==> src/logic/ptc_pkg.sv <==
// shared constants, register map and carrier types of the post-trim clamp and coil diagnostics
package ptc_pkg;
    // register indices (byte address = 4 * index)
    localparam logic [5:0]  IDX_LIMIT  = 6'h08;
    localparam logic [5:0]  IDX_CFG    = 6'h09;
    localparam logic [5:0]  IDX_TRIM   = 6'h13;
    localparam logic [5:0]  IDX_STATUS = 6'h14;
    localparam int          AXI_AW     = 8;

    // field positions
    localparam int GAIN_LSB   = 0;
    localparam int QVO_LSB    = 12;
    localparam int UPPER_LSB  = 0;
    localparam int LOWER_LSB  = 12;
    localparam int CFG_EN_LSB = 0;
    localparam int CFG_DMODE  = 5;
    localparam int CFG_CBDIS  = 6;
    localparam int CFG_CCDIS  = 7;
    localparam int CFG_STREQ  = 8;
    localparam int CFG_FQ_LSB = 13;
    localparam int ST_CERR    = 0;
    localparam int ST_SMP_LSB = 16;

    // reset values
    localparam logic [23:0] LIMIT_RST = 24'h000fff;
    localparam logic [23:0] TRIM_RST  = 24'h000000;
    localparam logic [23:0] CFG_RST   = 24'h00001f;

    // arithmetic constants
    localparam logic signed [15:0] SAT_MAX   = 16'sh07ff;
    localparam logic signed [15:0] SAT_MIN   = -16'sh0800;
    localparam int                 GAIN_SHIFT = 11;
    localparam logic [15:0]        DEV_SCALE = 16'h000a;
    localparam logic [1:0]         FQ_NONE   = 2'h3;
    localparam logic [1:0]         FQ_SHORT  = 2'h1;
    localparam logic [1:0]         FQ_LONG   = 2'h2;
    localparam logic [1:0]         RESP_OK   = 2'h0;
    localparam logic [1:0]         RESP_ERR  = 2'h2;

    // timing
    localparam int unsigned CLK_HZ      = 10_000_000;
    localparam int unsigned SAMPLE_HZ   = 16_000;
    localparam int unsigned PATH_HZ     = 128_000;
    localparam int unsigned CHECK_HZ    = 8_000;
    localparam int unsigned COIL_ON_MS  = 16;
    localparam int unsigned OFF_SHORT_MS = 16;
    localparam int unsigned OFF_LONG_MS = 4080;
    localparam int unsigned SAMPLE_CYC  = CLK_HZ / SAMPLE_HZ;
    localparam int unsigned PATH_CYC    = CLK_HZ / PATH_HZ;
    localparam int unsigned CHECK_CYC   = CLK_HZ / CHECK_HZ;
    localparam int unsigned COIL_ON_CYC = COIL_ON_MS * (CLK_HZ / 1000);
    localparam int unsigned OFF_SHORT_CYC = OFF_SHORT_MS * (CLK_HZ / 1000);
    localparam int unsigned OFF_LONG_CYC  = OFF_LONG_MS * (CLK_HZ / 1000);

    typedef enum logic [1:0] {
        COIL_IDLE = 2'b00,
        COIL_ON   = 2'b01,
        COIL_OFF  = 2'b10
    } ptc_coil_t;

    // detector inputs from the analog and self-test monitors
    typedef struct packed {
        logic sig_range;
        logic bist_fail;
        logic under_volt;
        logic over_volt;
    } ptc_det_t;
endpackage : ptc_pkg

==> src/logic/ptc_core.sv <==
// post-linearization trim, clamp, sample pacing and coil self-check with AXI4-Lite registers
//
// The AXI4-Lite slave port was decided locally.
`timescale 1ns/1ps
// How it works
// - trimmed value is linearized value times one plus gain, plus offset.
// - gain trim is bits 11:0, signed, step two to minus eleven.
// - offset trim is bits 23:12, signed, unit step, -2048 to +2047.
// - trimmed value is a 12-bit signed integer, saturated to -2048 to +2047.
// - clamp input becomes unsigned by adding 2048, range 0 to 4095.
// - above upper gives upper, below lower gives lower, else value passes.
// - limit word holds upper in bits 11:0, lower in bits 23:12.
// - clamped unsigned sample goes to the output block at 16 kHz.
// - diagnostic word enables five error kinds: OV, UV, self-test, range, coil.
// - errors flag the message by default, or tristate output when selected.
// - rate selection below 3 drives the coil to inject a diagnostic field.
// - analog path alternates diagnostic and external input at about 128 kHz while the coil is driven.
// - coil response checked at 8 kHz; deviation over 10% forces error.
// - coil report mask set suppresses coil error reporting on the output.
// - drift compensation disable turns compensation off, keeps coil diagnostics.
// - coil on-phase 16 ms; off-phase 0, 16 or 4080 ms for rates 0-2.
// - rate 3 stops coil in normal use; results only after self-test request.
// - trim input is the 13-bit signed linearization result.
module ptc_core
    import ptc_pkg::*;
#(
    parameter int unsigned COIL_ON_CYCLES   = COIL_ON_CYC,
    parameter int unsigned OFF_SHORT_CYCLES = OFF_SHORT_CYC,
    parameter int unsigned OFF_LONG_CYCLES  = OFF_LONG_CYC,
    parameter logic [11:0] COIL_REF         = 12'h800
) (
    input  wire logic                aclk,
    input  wire logic                aresetn,
    input  wire logic [AXI_AW-1:0]   s_axi_awaddr,
    input  wire logic [2:0]          s_axi_awprot,
    input  wire logic                s_axi_awvalid,
    output logic                     s_axi_awready,
    input  wire logic [31:0]         s_axi_wdata,
    input  wire logic [3:0]          s_axi_wstrb,
    input  wire logic                s_axi_wvalid,
    output logic                     s_axi_wready,
    output logic [1:0]               s_axi_bresp,
    output logic                     s_axi_bvalid,
    input  wire logic                s_axi_bready,
    input  wire logic [AXI_AW-1:0]   s_axi_araddr,
    input  wire logic [2:0]          s_axi_arprot,
    input  wire logic                s_axi_arvalid,
    output logic                     s_axi_arready,
    output logic [31:0]              s_axi_rdata,
    output logic [1:0]               s_axi_rresp,
    output logic                     s_axi_rvalid,
    input  wire logic                s_axi_rready,
    input  wire logic signed [12:0]  linearized_value,
    input  wire logic [11:0]         coil_response,
    input  wire ptc_det_t            detect,
    output logic [11:0]              sample_out,
    output logic                     sample_valid,
    output logic                     diag_err_flag,
    output logic                     out_hiz,
    output logic                     coil_drive,
    output logic                     path_diag_sel,
    output logic                     drift_comp_en
);

    ////////////////////////////////////////////////////////////////////////////////
    // register bus
    logic              aw_got, next_aw_got, w_got, next_w_got;
    logic [5:0]        aw_idx, next_aw_idx;
    logic [31:0]       w_data, next_w_data;
    logic [3:0]        w_strb, next_w_strb;
    logic              next_awready, next_wready, next_bvalid, next_arready, next_rvalid;
    logic [1:0]        next_bresp, next_rresp;
    logic [31:0]       next_rdata;
    logic [23:0]       limit_word, next_limit_word;
    logic [23:0]       trim_word, next_trim_word;
    logic [23:0]       cfg_word, next_cfg_word;
    logic              st_req, next_st_req;
    logic              coil_err, next_coil_err;
    logic              coil_fail;
    logic              do_write;

    function automatic logic [23:0] merge(input logic [23:0] old, input logic [31:0] d,
                                          input logic [3:0] s);
        logic [23:0] r;
        r = old;
        for (int b = 0; b < 3; b++) begin
            if (s[b]) begin
                r[8*b +: 8] = d[8*b +: 8];
            end
        end
        return r;
    endfunction : merge

    always_comb begin
        next_aw_got     = aw_got;
        next_aw_idx     = aw_idx;
        next_w_got      = w_got;
        next_w_data     = w_data;
        next_w_strb     = w_strb;
        next_bvalid     = s_axi_bvalid;
        next_bresp      = s_axi_bresp;
        next_arready    = 1'b0;
        next_rvalid     = s_axi_rvalid;
        next_rresp      = s_axi_rresp;
        next_rdata      = s_axi_rdata;
        next_limit_word = limit_word;
        next_trim_word  = trim_word;
        next_cfg_word   = cfg_word;
        next_st_req     = 1'b0;
        next_coil_err   = coil_err;
        do_write        = aw_got && w_got && !s_axi_bvalid;
        if (s_axi_awvalid && s_axi_awready) begin
            next_aw_got = 1'b1;
            next_aw_idx = s_axi_awaddr[7:2];
        end
        if (s_axi_wvalid && s_axi_wready) begin
            next_w_got  = 1'b1;
            next_w_data = s_axi_wdata;
            next_w_strb = s_axi_wstrb;
        end
        if (s_axi_bvalid && s_axi_bready) begin
            next_bvalid = 1'b0;
        end
        if (do_write) begin
            next_aw_got = 1'b0;
            next_w_got  = 1'b0;
            next_bvalid = 1'b1;
            next_bresp  = RESP_OK;
            if (aw_idx == IDX_LIMIT) begin
                next_limit_word = merge(limit_word, w_data, w_strb);
            end else if (aw_idx == IDX_TRIM) begin
                next_trim_word = merge(trim_word, w_data, w_strb);
            end else if (aw_idx == IDX_CFG) begin
                next_cfg_word = merge(cfg_word, w_data, w_strb);
                next_cfg_word[CFG_STREQ] = 1'b0;
                next_st_req = w_strb[1] && w_data[CFG_STREQ];
            end else if (aw_idx == IDX_STATUS) begin
                if (w_strb[0] && w_data[ST_CERR]) begin
                    next_coil_err = 1'b0;
                end
            end else begin
                next_bresp = RESP_ERR;
            end
        end
        // a failure in the clearing cycle must not be lost
        if (coil_fail) begin
            next_coil_err = 1'b1;
        end
        if (s_axi_rvalid && s_axi_rready) begin
            next_rvalid = 1'b0;
        end
        if (s_axi_arvalid && s_axi_arready) begin
            next_rvalid = 1'b1;
            next_rresp  = RESP_OK;
            next_rdata  = 32'h0000_0000;
            if (s_axi_araddr[7:2] == IDX_LIMIT) begin
                next_rdata[23:0] = limit_word;
            end else if (s_axi_araddr[7:2] == IDX_TRIM) begin
                next_rdata[23:0] = trim_word;
            end else if (s_axi_araddr[7:2] == IDX_CFG) begin
                next_rdata[23:0] = cfg_word;
            end else if (s_axi_araddr[7:2] == IDX_STATUS) begin
                next_rdata[ST_CERR]              = coil_err;
                next_rdata[1]                    = coil_drive;
                next_rdata[2]                    = diag_err_flag || out_hiz;
                next_rdata[ST_SMP_LSB +: 12]     = sample_out;
            end else begin
                next_rresp = RESP_ERR;
            end
        end else if (!next_rvalid && !s_axi_arready) begin
            next_arready = 1'b1;
        end
        next_awready = !next_aw_got && !next_bvalid;
        next_wready  = !next_w_got && !next_bvalid;
    end

    always_ff @(posedge aclk) begin
        if (!aresetn) begin
            aw_got        <= 1'b0;
            aw_idx        <= 6'h00;
            w_got         <= 1'b0;
            w_data        <= 32'h0000_0000;
            w_strb        <= 4'h0;
            s_axi_awready <= 1'b0;
            s_axi_wready  <= 1'b0;
            s_axi_bvalid  <= 1'b0;
            s_axi_bresp   <= RESP_OK;
            s_axi_arready <= 1'b0;
            s_axi_rvalid  <= 1'b0;
            s_axi_rresp   <= RESP_OK;
            s_axi_rdata   <= 32'h0000_0000;
            limit_word    <= LIMIT_RST;
            trim_word     <= TRIM_RST;
            cfg_word      <= CFG_RST;
            st_req        <= 1'b0;
            coil_err      <= 1'b0;
        end else begin
            aw_got        <= next_aw_got;
            aw_idx        <= next_aw_idx;
            w_got         <= next_w_got;
            w_data        <= next_w_data;
            w_strb        <= next_w_strb;
            s_axi_awready <= next_awready;
            s_axi_wready  <= next_wready;
            s_axi_bvalid  <= next_bvalid;
            s_axi_bresp   <= next_bresp;
            s_axi_arready <= next_arready;
            s_axi_rvalid  <= next_rvalid;
            s_axi_rresp   <= next_rresp;
            s_axi_rdata   <= next_rdata;
            limit_word    <= next_limit_word;
            trim_word     <= next_trim_word;
            cfg_word      <= next_cfg_word;
            st_req        <= next_st_req;
            coil_err      <= next_coil_err;
        end
    end

    ////////////////////////////////////////////////////////////////////////////////
    // trim, clamp and sample pacing
    logic signed [11:0] gain, qvo, trimmed;
    logic signed [24:0] prod;
    logic signed [15:0] wide;
    logic [11:0]        upper, lower, unsigned_val, clamped, next_sample_out;
    logic [9:0]         samp_cnt, next_samp_cnt;
    logic               samp_tick, next_sample_valid, clamp_hit;

    always_comb begin
        gain  = signed'(trim_word[GAIN_LSB +: 12]);
        qvo   = signed'(trim_word[QVO_LSB +: 12]);
        upper = limit_word[UPPER_LSB +: 12];
        lower = limit_word[LOWER_LSB +: 12];
        // y * (1 + g/2048) = y + (y*g >>> 11), so the 13-bit input keeps full precision
        prod  = linearized_value * gain;
        wide  = 16'(linearized_value) + 16'(prod >>> GAIN_SHIFT) + 16'(qvo);
        if (wide > SAT_MAX) begin
            trimmed = SAT_MAX[11:0];
        end else if (wide < SAT_MIN) begin
            trimmed = SAT_MIN[11:0];
        end else begin
            trimmed = wide[11:0];
        end
        unsigned_val = {~trimmed[11], trimmed[10:0]};
        // limits crossed over are left to software; upper then wins
        if (unsigned_val > upper) begin
            clamped = upper;
        end else if (unsigned_val < lower) begin
            clamped = lower;
        end else begin
            clamped = unsigned_val;
        end
        clamp_hit         = (unsigned_val > upper) || (unsigned_val < lower);
        samp_tick         = (samp_cnt == 10'(SAMPLE_CYC - 1));
        next_samp_cnt     = samp_tick ? 10'h000 : samp_cnt + 10'h001;
        next_sample_valid = samp_tick;
        next_sample_out   = samp_tick ? clamped : sample_out;
    end

    always_ff @(posedge aclk) begin
        if (!aresetn) begin
            samp_cnt     <= 10'h000;
            sample_valid <= 1'b0;
            sample_out   <= 12'h000;
        end else begin
            samp_cnt     <= next_samp_cnt;
            sample_valid <= next_sample_valid;
            sample_out   <= next_sample_out;
        end
    end

    ////////////////////////////////////////////////////////////////////////////////
    // coil scheduler, path sharing, coil check and error reporting
    ptc_coil_t   coil_state, next_coil_state;
    logic [31:0] coil_cnt, next_coil_cnt;
    logic [6:0]  path_cnt, next_path_cnt;
    logic [10:0] chk_cnt, next_chk_cnt;
    logic        st_run, next_st_run;
    logic        next_coil_drive, next_path_sel, next_drift, next_flag, next_hiz;
    logic [1:0]  freq;
    logic [4:0]  en;
    logic        any_err;
    logic [15:0] dev;

    always_comb begin
        freq            = cfg_word[CFG_FQ_LSB +: 2];
        en              = cfg_word[CFG_EN_LSB +: 5];
        next_coil_state = coil_state;
        next_coil_cnt   = coil_cnt + 32'h1;
        next_st_run     = st_run;
        case (coil_state)
            COIL_IDLE: begin
                next_coil_cnt = 32'h0;
                if (freq != FQ_NONE || st_req) begin
                    next_coil_state = COIL_ON;
                    next_st_run     = (freq == FQ_NONE);
                end
            end
            COIL_ON: begin
                if (coil_cnt == COIL_ON_CYCLES - 1) begin
                    next_coil_cnt = 32'h0;
                    if (st_run || freq == FQ_NONE) begin
                        next_coil_state = COIL_IDLE;
                        next_st_run     = 1'b0;
                    end else if (freq != 2'h0) begin
                        next_coil_state = COIL_OFF;
                    end
                end
            end
            COIL_OFF: begin
                if (freq == FQ_NONE) begin
                    next_coil_state = COIL_IDLE;
                end else if ((freq == FQ_SHORT && coil_cnt >= OFF_SHORT_CYCLES - 1) ||
                             (freq == FQ_LONG && coil_cnt >= OFF_LONG_CYCLES - 1)) begin
                    next_coil_state = COIL_ON;
                    next_coil_cnt   = 32'h0;
                end
            end
            default: begin
                next_coil_state = COIL_IDLE;
            end
        endcase
        next_coil_drive = (next_coil_state == COIL_ON);
        // path sharing only while the coil injects; else the external field owns the path
        next_path_cnt = (coil_drive && path_cnt != 7'(PATH_CYC - 1)) ? path_cnt + 7'h01 : 7'h00;
        next_path_sel = coil_drive && (path_cnt == 7'(PATH_CYC - 1) ? !path_diag_sel
                                                                   : path_diag_sel);
        next_drift    = next_coil_drive && !cfg_word[CFG_CCDIS];
        next_chk_cnt  = (coil_drive && chk_cnt != 11'(CHECK_CYC - 1)) ? chk_cnt + 11'h001
                                                                    : 11'h000;
        dev           = (coil_response > COIL_REF) ? 16'(coil_response - COIL_REF)
                                                   : 16'(COIL_REF - coil_response);
        // deviation * 10 > ref is the 10% test without a divider
        coil_fail = coil_drive && chk_cnt == 11'(CHECK_CYC - 1)
                    && (dev * DEV_SCALE > 16'(COIL_REF));
        any_err = (detect.over_volt && en[0]) || (detect.under_volt && en[1]) ||
                  (detect.bist_fail && en[2]) || ((detect.sig_range || clamp_hit) && en[3]) ||
                  (coil_err && en[4] && !cfg_word[CFG_CBDIS]);
        next_flag = any_err && !cfg_word[CFG_DMODE];
        next_hiz  = any_err && cfg_word[CFG_DMODE];
    end

    always_ff @(posedge aclk) begin
        if (!aresetn) begin
            coil_state    <= COIL_IDLE;
            coil_cnt      <= 32'h0;
            path_cnt      <= 7'h00;
            chk_cnt       <= 11'h000;
            st_run        <= 1'b0;
            coil_drive    <= 1'b0;
            path_diag_sel <= 1'b0;
            drift_comp_en <= 1'b0;
            diag_err_flag <= 1'b0;
            out_hiz       <= 1'b0;
        end else begin
            coil_state    <= next_coil_state;
            coil_cnt      <= next_coil_cnt;
            path_cnt      <= next_path_cnt;
            chk_cnt       <= next_chk_cnt;
            st_run        <= next_st_run;
            coil_drive    <= next_coil_drive;
            path_diag_sel <= next_path_sel;
            drift_comp_en <= next_drift;
            diag_err_flag <= next_flag;
            out_hiz       <= next_hiz;
        end
    end
endmodule : ptc_core

==> config.mk <==
export PLATFORM = sky130hd
export DESIGN_NAME = ptc_core
export DESIGN_NICKNAME = d
export VERILOG_FILES = /design/src/logic/ptc_pkg.sv /design/src/logic/ptc_core.sv
export SDC_FILE = /design/constraint.sdc
export NUM_CORES = 1
export LEC_CHECK = 0
export BUFFER_PORTS_ARGS = -buffer_cell sky130_fd_sc_hd__buf_4
export CAP_MARGIN = 40
export CORE_ASPECT_RATIO = 1.4
export CORE_MARGIN = 4
export CORE_UTILIZATION = 55
export CTS_BUF_LIST = sky130_fd_sc_hd__clkbuf_8
export DETAILED_ROUTE_END_ITERATION = 10
export GPL_TIMING_DRIVEN = 0
export PLACE_DENSITY = 0.75
export SYNTH_ARGS = -nofsm -noshare
export SYNTH_HDL_FRONTEND = slang
export SYNTH_SLANG_ARGS = --single-unit
==> constraint.sdc <==
create_clock -name aclk -period 29.7 [get_ports aclk]
set_clock_uncertainty 0.1 [all_clocks]
set_input_delay 2.97 -clock aclk [delete_from_list [all_inputs] [get_ports aclk]]
set_output_delay 2.97 -clock aclk [all_outputs]
set_load 0.005 [all_outputs]
## Word-level counts from Yosys, hierarchy flattened

Cells that the tools add are included.

- Order comparisons: 8
- Mux-type cells: 55
- Bitwise logic cells: 6
- Multiply operators: 2
- Eq/ne operators: 27
- Add/sub/neg operators: 8
- Reductions and logical operators: 70

Operators with widths:

| kind | number |
|---|---|
| $mux W32 | 3 |
| $pmux W32 S3 | 1 |
| $mux W12 | 5 |
| $mux W24 | 2 |
| $add A32 B1 Y32 const B | 1 |
| $eq A32 B18 Y1 const B | 1 |
| $ge A32 B18 Y1 const B | 1 |
| $ge A32 B26 Y1 const B | 1 |
| $gt A16 B12 Y1 const B | 2 |
| $logic_and A1 B1 Y1 | 28 |
| $mux W2 | 14 |
| $mul A13 B12 Y25 | 1 |
| $eq A6 B4 Y1 const B | 4 |
| $eq A6 B5 Y1 const B | 4 |
| $mux W1 | 20 |
| $add A15 B12 Y16 | 1 |
| $lt A16 B12 Y1 const B | 1 |
| $mul A16 B3 Y15 const B | 1 |
| $mux W16 | 1 |
| $reduce_and A4 Y1 | 4 |
| $add A13 B14 Y15 | 1 |
| $reduce_and A5 Y1 | 3 |
| $ne A2 B2 Y1 const B | 7 |
| $mux W13 | 1 |
| 30 further kinds | 68 |

- Bits of input ports: 94
- Bits in registers: 226
- Logic and storage cells: 213

## Logic depth before layout (Yosys ltp)

Gate-level depths: netlist of run 1.

- Depth in word-level cells: 14
- Gate-level depth with buffers: 43

## Worst setup path before layout of run 1

Ideal clock, no wire load.

- Path type: input -> register
- Start: input port linearized_value[1]
- End: register sample_out[10]
- Setup time: 0.128 ns
- Required time: 29.472 ns
- Stages: 41
- Arrival: 12.594 ns
- Path buffers: 3
- Slack: 16.879 ns
- Cell sequence: clkbuf_1 nand2_1 fa_1 inv_1 ha_1 fa_1 inv_1 fa_1 fa_1 inv_1 ha_1 a21oi_1 o21ai_0 a2111oi_0 o21bai_1 a41o_1 o211a_1 o21a_1 [5 not listed] a21oi_2 nand2_1 a221o_1 o21a_2 nor4_2 a21oi_2 a21oi_1 ha_1 a21o_1 a21oi_1 a2bb2oi_1 a21oi_1 or4b_2 a221o_2 o21bai_4 buf_12 mux2i_1 o21ai_1

- Longest elaborated chain between the ends: 10
- Elaborated cells on any way between the ends: 12
- Those cells by class: add/sub (2); mul (1); order compare (4); mux (4); bitwise (1)

RTL lines:

| item | RTL line | text |
|---|---|---|
| start: declaration | ptc_core.sv:53 | `input wire logic signed [12:0] linearized_value,` |
| $mul A13 B12 Y25 | ptc_core.sv:234 | `prod = linearized_value * gain;` |
| $add A13 B14 Y15 (*) | ptc_core.sv:235 | `wide = 16'(linearized_value) + 16'(prod >>> GAIN_SHIFT) + 16'(qvo);` |
| $add A15 B12 Y16 (*) | ptc_core.sv:235 |  |
| $lt A16 B12 Y1 | ptc_core.sv:238 | `end else if (wide < SAT_MIN) begin` |
| $mux W12 | ptc_core.sv:238 |  |
| $mux W12 (*) | ptc_core.sv:236 | `if (wide > SAT_MAX) begin` |
| $not A1 Y1 | ptc_core.sv:243 | `unsigned_val = {~trimmed[11], trimmed[10:0]};` |
| $lt A12 B12 Y1 | ptc_core.sv:247 | `end else if (unsigned_val < lower) begin` |
| $mux W12 | ptc_core.sv:247 |  |
| $mux W12 (*) | ptc_core.sv:245 | `if (unsigned_val > upper) begin` |
| end signal: assignment | ptc_core.sv:267 | `sample_out <= next_sample_out;` |
| end: declaration | ptc_core.sv:56 | `output logic [11:0] sample_out,` |

Every way passes the cells marked *; elsewhere a longest branch is shown, timed or not.
A chain may end at the register's enable or synchronous reset.

## Final worst setup path of run 1

- Start: input port linearized_value[1]
- End: register sample_out[1]

The elaborated chain is that of the path after synthesis.

==> results of run 1 <==
layout make-up:
cell class	count	area, um^2	share of cell area
clock inverter	14	120	0.00607
buffer	89	384	0.0194
sequential	224	4480	0.227
tap	395	494	0.0250
multi-input combinational	1441	11800	0.597
clock buffer	46	633	0.0320
timing repair buffer	128	961	0.0485
inverter	238	893	0.0451
cell families after synthesis:
family | count (synthesis) | synth area share
simple gates | 661 | 0.184
buf+inv | 327 | 0.0728
compound gates | 312 | 0.124
fa+ha+maj | 280 | 0.269
flops | 224 | 0.255
xor+xnor | 98 | 0.0489
mux | 82 | 0.0467
other cells | 1 | 0.000214
registers in the layout, indices dropped and copies added (netlist names), 2 cells and up:
name / flops
aw_idx: 6
cfg_word: 23
chk_cnt: 11
coil_cnt: 32
coil_state: 2
limit_word: 24
path_cnt: 7
s_axi_rdata: 28
samp_cnt: 10
sample_out: 12
trim_word: 24
w_data: 24
w_strb: 3
layer usage:
metal / vias to the layer above / track usage / wire length, um
met3: 159 / 0.0402 / 2660
met4: 0 / 0.137 / 2650
li1: 6893 / - / -
met5: - / 0 / 0
met2: 455 / 0.497 / 23700
met1: 7086 / 0.299 / 17700
per-stage QoR:
stage | util | power, mW | hold slack (ns) | cells | cell area [um^2]
2_1_floorplan | - | 0.369 | 0.313 | 1992 | 17600
3_3_place_gp | 0.603 | 0.398 | 0.323 | 2510 | 19000
3_5_place_dp | 0.604 | 0.401 | 0.336 | 2515 | 19000
4_1_cts | 0.628 | 0.678 | 0.345 | 2575 | 19800
5_1_grt | 0.628 | 0.699 | 0.375 | 2575 | 19800
6_report | 0.628 | 0.674 | 0.341 | 2575 | 19800
final timing paths:
path / slack [ns] / start / to / cells after the start
worst max register to register: 17.72 / trim_word[5]$_SDFFE_PN0P_ / sample_out[1]$_SDFFE_PN0P_ / 41
worst max-delay path: 15.71 / linearized_value[1] / sample_out[1]$_SDFFE_PN0P_ / 42
worst min-delay path: 0.34 / coil_cnt[0]$_SDFF_PN0_ / coil_cnt[0]$_SDFF_PN0_ / 1
worst min register to register: 0.34 / coil_cnt[0]$_SDFF_PN0_ / coil_cnt[0]$_SDFF_PN0_ / 1
synth_stat cells (all sizes together), types with 12 or more instances:
master / instances / area share
nand4: 27 / 0.0096
nor4: 13 / 0.0050
and2: 70 / 0.025
o211a: 13 / 0.0074
a21o: 22 / 0.0094
a22oi: 20 / 0.0086
nor3: 20 / 0.0060
inv: 238 / 0.051
ha: 118 / 0.084
dfxtp: 224 / 0.26
fa: 162 / 0.18
xor2: 46 / 0.023
a21oi: 79 / 0.023
buf: 12 / 0.0053
a21boi: 38 / 0.016
and3: 20 / 0.0071
nor2: 128 / 0.027
xnor2: 52 / 0.026
o21ai: 41 / 0.012
clkbuf: 77 / 0.017
a211oi: 13 / 0.0056
mux2i: 82 / 0.047
o211ai: 30 / 0.013
nand2: 225 / 0.048
nor2b: 78 / 0.028
nand3: 43 / 0.012
worst register-to-register path: cells and delay by family, from the launching register on:
kind                     cells  cell delay, ns
adder cells (fa/ha/maj)      9            3.68
XOR/XNOR                     1            0.14
buffers and inverters        6            0.95
flip-flops                   1            0.58
multiplexers                 1            0.26
AND/OR/NAND/NOR              5            1.58
AO/OA/AOI/OAI               19            4.57
report_power, final:
part	switching, mW	internal (mW)
clock	0.123	0.156
sequential	0.00553	0.306
combinational	0.0479	0.0358
==> out/metrics.json, run 1 <==
{
  "outcome": {
    "run_status": "finished, final reports clean"
  },
  "sta": {
    "finalSetupTns_ns": 0,
    "number_of_endpoints_failing_setup_at_the_final_stage": 0,
    "finalHoldViolations": 0,
    "final_max_slew_viol_count": 0,
    "time_the_worst_path_needs_with_i_o_delays_and_setup_ns": 13.99,
    "unrepaired_setup_endpoints_after_global_routing": "false",
    "fin_crit_sh": 0.471,
    "timing.max_slew.rel_slack": 0.419,
    "timing.final.ws_setup_ns": 15.71,
    "worst-slew-pin-transition_ns": 0.864,
    "achievable-frequency_mhz": 71.5
  },
  "detailed_routing": {
    "wire_per_inst_um": 18.1,
    "detail-route-antenna-nets": 0,
    "num_vias": 14600,
    "finalWirelength_mm": 46.6,
    "detailedRoute.firstPassIterationCount": 8,
    "first_iter_violations": 760,
    "drcViolationCount": 0,
    "detail_route.vias_per_cell": 5.67
  },
  "clock_tree": {
    "clkSinkCount": 224,
    "h-tree-depth": 2,
    "clk_pin_slew_ns": 0.07,
    "clock_tree.buffer_depth": 3,
    "cts_setup_buffers": 0,
    "cts_root_buffer": "sky130_fd_sc_hd__clkbuf_8",
    "tritoncts_clock_tree": "yes",
    "cts_repair_resize_count": 0,
    "postCtsHoldBufs": 0,
    "clkLatencyLatePin_ns": 0.55,
    "tritoncts.num_buffers": 34
  },
  "setup_path": {
    "crit_family": "compound AO/OA/AOI/OAI gates",
    "path_common_cell": "sky130_fd_sc_hd__fa_1",
    "timing.critical_path.buf_inv": 7,
    "path_class": "input pin to flip-flop",
    "cp_data_required_time_ns": 30.01,
    "crit_path_start_kind": "input pin",
    "worstPathArrival_ns": 14.30,
    "critPathSlowestCell": "sky130_fd_sc_hd__or4b_2",
    "slowest_delay_ns": 0.66,
    "timing.critical_path.fanout_max": 10,
    "critPathCaptureType": "flip-flop"
  },
  "pwr": {
    "ir_worst_vdd_uv": 35.5,
    "p_leak_nw": 9.08,
    "power-per-cell-area_nw_per_um2": 34.1
  },
  "floorplan": {
    "die_height_um": 219,
    "die-area_um2": 34900,
    "initial_core_util": 0.557,
    "boundaryPins": 153,
    "die-width_um": 159,
    "placementRows": 77,
    "core_area_um2": 31500
  },
  "cells_and_area": {
    "most-common-layout-cells": "sky130_fd_sc_hd__inv_1, sky130_fd_sc_hd__nand2_1, sky130_fd_sc_hd__dfxtp_1",
    "antennaDiodeCount": 0,
    "drive_above_1_share": 0.0959,
    "layout.nets": 2530,
    "count_of_filler_cells_inserted_in_the_layout": 2696,
    "most_common_library_cell_in_the_layout_ignoring_fill_and_taps": "sky130_fd_sc_hd__inv_1",
    "syn_to_final_growth_pct": 12.7
  },
  "placed_design": {
    "hpwl_mm": 38.3,
    "gp_congestion": 0.970,
    "dp_slack_ns": 15.24,
    "portBuffers": 123
  },
  "logic_synthesis": {
    "syn-cell-area_um2": 17600,
    "syn_avg_cell_area_um2": 8.85,
    "synth_warnings": 0,
    "yosysSeqAreaShare": 0.255,
    "yosys_most_used_dff": "sky130_fd_sc_hd__dfxtp_1",
    "synth.ff_latch_count": 224,
    "ys_async_sr_fraction": 0,
    "syn-instance-count": 1985,
    "synth-edff-count": 0,
    "yosysUniqueCellTypes": 76
  },
  "global_route": {
    "grt.overflow.total": 0,
    "grt_antenna_before_repair": 0,
    "total_routing_usage_reported_by_global_routing": 0.268,
    "pin_count_of_the_biggest_net_entering_global_routing": 11,
    "grt_pass1_vias": 15100,
    "grt_pass1_wl_mm": 75.8
  },
  "job": {
    "cap_viol_max_count": 0
  },
  "worst_hold_path": {
    "hold_path_class": "flip-flop to flip-flop"
  }
}
Note: power is estimated with default switching activity, not from simulation.
==> run 2: changes to the inputs <==
--- a/config.mk
+++ b/config.mk
@@ -13,7 +13,7 @@
 export CTS_BUF_LIST = sky130_fd_sc_hd__clkbuf_8
 export DETAILED_ROUTE_END_ITERATION = 10
 export GPL_TIMING_DRIVEN = 0
-export PLACE_DENSITY = 0.75
+export PLACE_DENSITY = 0.78
 export SYNTH_ARGS = -nofsm -noshare
 export SYNTH_HDL_FRONTEND = slang
 export SYNTH_SLANG_ARGS = --single-unit
==> constraint.sdc (replaced) <==
create_clock -name aclk -period 12.5 [get_ports aclk]
set_clock_uncertainty 0.1 [all_clocks]
set_input_delay 1.25 -clock aclk [delete_from_list [all_inputs] [get_ports aclk]]
set_output_delay 1.25 -clock aclk [all_outputs]
set_load 0.005 [all_outputs]
==> run 2 against run 1 <==
Net effect:
- critical path depth decreased by 2
- total power increased by 130%
- sequential power is 140% higher
- global-route usage shrank 0.21 points
- die area did not move
- register-to-register slack lost 17 ns
- worst hold slack better by 0.00093 ns
- clock power grew 110%
- count of clock-buffer cells in the layout is 3 lower
- utilization is 0.29 points lower
- sequential share of layout area increased by 0.10 points
- via count is 0.41% lower
- critical endpoint unchanged
==> out/metrics.json, run 2 (synthesized netlist as in run 1, its figures left out) <==
{
  "clock_tree": {
    "clock_tree.buffer_depth": {"value": 3, "change": "unchanged"},
    "cts_root_buffer": "sky130_fd_sc_hd__clkbuf_8",
    "tritoncts.num_buffers": {"value": 34, "change": "unchanged"},
    "clkSinkCount": {"value": 224, "change": "unchanged"},
    "clk_pin_slew": {"value": 0.06, "unit": "ns", "change": "about the same"},
    "h-tree-depth": {"value": 2, "change": "unchanged"},
    "clkLatencyLatePin": {"value": 0.55, "unit": "ns", "change": "about the same"},
    "postCtsHoldBufs": {"value": 0, "change": "unchanged"},
    "tritoncts_clock_tree": "yes"
  },
  "pwr": {
    "pwr-share-comb": {"value": 0.130, "change": "+0.006"},
    "power.share.sequential": {"value": 0.483, "change": "+0.022"},
    "ir_worst_vdd": {"value": 79.5, "unit": "uV", "change": "+120%"},
    "netSwitchingFraction": {"value": 0.268, "change": "+0.00653"},
    "share_clk_of_total_power": {"value": 0.387, "change": "-0.027"},
    "p_leak": {"value": 9.05, "unit": "nW", "change": "-0.29%"},
    "power-per-cell-area": {"value": 77.7, "unit": "nW/um^2", "change": "+130%"},
    "power.net_switching": {"value": 0.411, "unit": "mW", "change": "+130%"},
    "p_int": {"value": 1.12, "unit": "mW", "change": "+130%"},
    "finalPower": {"value": 1.53, "unit": "mW", "change": "+130%"}
  },
  "detailed_routing": {
    "wire_per_inst": {"value": 18.3, "unit": "um", "change": "+0.93%"},
    "first_iter_violations": {"value": 746, "change": "-1.8%"},
    "detail-route-antenna-nets": {"value": 0, "change": "unchanged"},
    "detail_route.vias_per_cell": {"value": 5.66, "change": "-0.18%"},
    "drcViolationCount": {"value": 0, "change": "unchanged"},
    "finalWirelength": {"value": 47.0, "unit": "mm", "change": "+0.69%"},
    "detailedRoute.firstPassIterationCount": {"value": 5, "change": "-3"},
    "num_vias": {"value": 14500, "change": "-0.41%"}
  },
  "global_route": {
    "grt.overflow.total": {"value": 0, "change": "unchanged"},
    "grt_pass1_wl": {"value": 74.9, "unit": "mm", "change": "-1.2%"},
    "grt_antenna_before_repair": {"value": 0, "change": "unchanged"},
    "total_routing_usage_reported_by_global_routing": {"value": 0.266, "change": "-0.00214"},
    "grt_pass1_vias": {"value": 15000, "change": "-0.13%"},
    "pin_count_of_the_biggest_net_entering_global_routing": {"value": 11, "change": "unchanged"}
  },
  "placed_design": {
    "portBuffers": {"value": 123, "change": "unchanged"},
    "hpwl": {"value": 38.9, "unit": "mm", "change": "+1.5%"},
    "gp_congestion": {"value": 0.930, "change": "-4.1%"}
  },
  "setup_path": {
    "crit_family": "compound AO/OA/AOI/OAI gates",
    "cp_data_required_time": {"value": 12.83, "unit": "ns", "change": "-17.18 ns"},
    "critPathSlowestCell": "sky130_fd_sc_hd__or4b_2",
    "slowest_delay": {"value": 0.65, "unit": "ns", "change": "about the same"},
    "timing.critical_path.fanout_max": {"value": 10, "change": "unchanged"},
    "path_class": "input pin to flip-flop",
    "worst-r2r-cell-count": {"value": 41, "change": "unchanged"},
    "worstReg2RegEnd": "sample_out[1]$_SDFFE_PN0P_",
    "r2r_setup_slack": {"value": 0.68, "unit": "ns", "change": "-17.04 ns"},
    "critPathCaptureType": "flip-flop",
    "timing.critical_path.buf_inv": {"value": 7, "change": "unchanged"},
    "worstPathArrival": {"value": 12.31, "unit": "ns", "change": "-1.99 ns"},
    "path_common_cell": "sky130_fd_sc_hd__fa_1",
    "crit_path_start_kind": "input pin",
    "worstReg2RegStart": "trim_word[3]$_SDFFE_PN0P_"
  },
  "worst_hold_path": {
    "hold_path_class": "flip-flop to flip-flop",
    "worstHoldEndpoint": "coil_cnt[0]$_SDFF_PN0_",
    "worst_hold_path.num_cells": {"value": 1, "change": "unchanged"},
    "min_from": "coil_cnt[0]$_SDFF_PN0_"
  },
  "sta": {
    "final_max_slew_viol_count": {"value": 0, "change": "unchanged"},
    "fin_crit_sh": 0.958,
    "time_the_worst_path_needs_with_i_o_delays_and_setup_ns": 11.98,
    "number_of_endpoints_failing_setup_at_the_final_stage": {"value": 0, "change": "unchanged"},
    "timing.max_slew.rel_slack": {"value": 0.381, "change": "-0.0382"},
    "finalHoldViolations": {"value": 0, "change": "unchanged"},
    "worst-slew-pin-transition": {"value": 0.920, "unit": "ns", "change": "+0.0567 ns"},
    "achievable-frequency_mhz": 83.5,
    "finalSetupTns": {"value": 0, "unit": "ns", "change": "unchanged"},
    "unrepaired_setup_endpoints_after_global_routing": "false"
  },
  "cells_and_area": {
    "reg_top3": "coil_cnt (32), s_axi_rdata (28)",
    "most-common-layout-cells": "sky130_fd_sc_hd__inv_1, sky130_fd_sc_hd__nand2_1, sky130_fd_sc_hd__dfxtp_1",
    "largest_register": "coil_cnt",
    "syn_to_final_growth_pct": 12.2,
    "count_of_filler_cells_inserted_in_the_layout": {"value": 2687, "change": "-0.33%"},
    "sequential_cell_area": {"value": 4480, "unit": "um^2", "change": "unchanged"},
    "drive_above_1_share": {"value": 0.0938, "change": "-0.00204"},
    "layout.nets": {"value": 2526, "change": "-0.16%"},
    "antennaDiodeCount": {"value": 0, "change": "unchanged"},
    "most_common_library_cell_in_the_layout_ignoring_fill_and_taps": "sky130_fd_sc_hd__inv_1",
    "multi_input_comb_area": {"value": 11800, "unit": "um^2", "change": "about the same"},
    "largest_reg_flops": {"value": 32, "change": "unchanged"}
  },
  "floorplan": {
    "initial_core_util": {"value": 0.557, "change": "unchanged"},
    "boundaryPins": {"value": 153, "change": "unchanged"},
    "die-width": {"value": 159, "unit": "um", "change": "unchanged"},
    "placementRows": {"value": 77, "change": "unchanged"},
    "die_height": {"value": 219, "unit": "um", "change": "unchanged"},
    "core_area": {"value": 31500, "unit": "um^2", "change": "unchanged"},
    "die-area": {"value": 34900, "unit": "um^2", "change": "unchanged"}
  },
  "job": {
    "cap_viol_max_count": {"value": 0, "change": "unchanged"}
  },
  "outcome": {
    "run_status": "finished, final reports clean"
  }
}
==> run 2: cell types whose count changed in the layout (fill, tap and decap cells not counted), moves of 2 or more <==
| cell | change |
|---|---|
| sky130_fd_sc_hd__clkinv_2 | -2 |
| sky130_fd_sc_hd__bufinv_16 | -2 |
| sky130_fd_sc_hd__clkbuf_8 | -3 |
| sky130_fd_sc_hd__inv_1 | +5 |
| sky130_fd_sc_hd__clkbuf_1 | -6 |
| sky130_fd_sc_hd__inv_6 | +2 |
| sky130_fd_sc_hd__clkbuf_2 | +2 |
==> run 2: metal layers <==
metal	global-route usage	vias to the layer above	part of all wire
li1	-	6887	-
met1	0.295	7057	0.38
met2	0.493	457	0.51
met3	0.0426	132	0.056
met4	0.135	0	0.056
met5	0	-	0
==> run 2: cell type report <==
type / count / share of cell area
Multi-Input combinational cell: 1441 / 0.601
Sequential cell: 224 / 0.228
Buffer: 85 / 0.0189
Tap cell: 395 / 0.0251
Clock inverter: 15 / 0.00343
Inverter: 238 / 0.0453
Timing Repair Buffer: 128 / 0.0491
Clock buffer: 43 / 0.0300
==> run 2: repair_timing <==
| item | 4_1_cts | 5_1_grt |
|---|---|---|
| gates resized for setup | 0 | 6 |
| endpoints found under the hold margin | 0 | 0 |
| setup buffers | 0 | 0 |
| setup endpoints to repair | 0 | 13 |
==> run 2: worst max-delay path by stage <==
stage	start	endpoint	depth (start not counted)
floorplan	linearized_value[1]	sample_out[10]$_SDFFE_PN0P_	41
global placement	linearized_value[1]	sample_out[1]$_SDFFE_PN0P_	42
detailed placement	linearized_value[1]	sample_out[1]$_SDFFE_PN0P_	42
CTS	linearized_value[1]	sample_out[1]$_SDFFE_PN0P_	42
global route	linearized_value[5]	sample_out[10]$_SDFFE_PN0P_	40
finish	linearized_value[7]	sample_out[1]$_SDFFE_PN0P_	40
==> run 2: metrics by stage <==
| stage | setup slack, ns | hold slack [ns] | cells | instance area [um^2] | util |
|---|---|---|---|---|---|
| floorplan | 1.40 | 0.313 | 1992 | 17600 | - |
| global placement | -0.135 | 0.322 | 2510 | 19000 | 0.603 |
| detailed placement | -0.300 | 0.334 | 2515 | 19000 | 0.605 |
| CTS | 0.195 | 0.346 | 2573 | 19700 | 0.626 |
| global route | 0.0836 | 0.364 | 2569 | 19700 | 0.625 |
| finish | 0.525 | 0.342 | 2569 | 19700 | 0.625 |
==> run 2: power groups by stage <==
stage | Combinational, mW | Sequential, mW | Clock, mW
3_5_place_dp | 0.197 | 0.755 | 0
2_1_floorplan | 0.126 | 0.750 | 0
5_1_grt | 0.221 | 0.740 | 0.630
4_1_cts | 0.199 | 0.739 | 0.601
6_report | 0.199 | 0.739 | 0.593
3_3_place_gp | 0.192 | 0.754 | 0
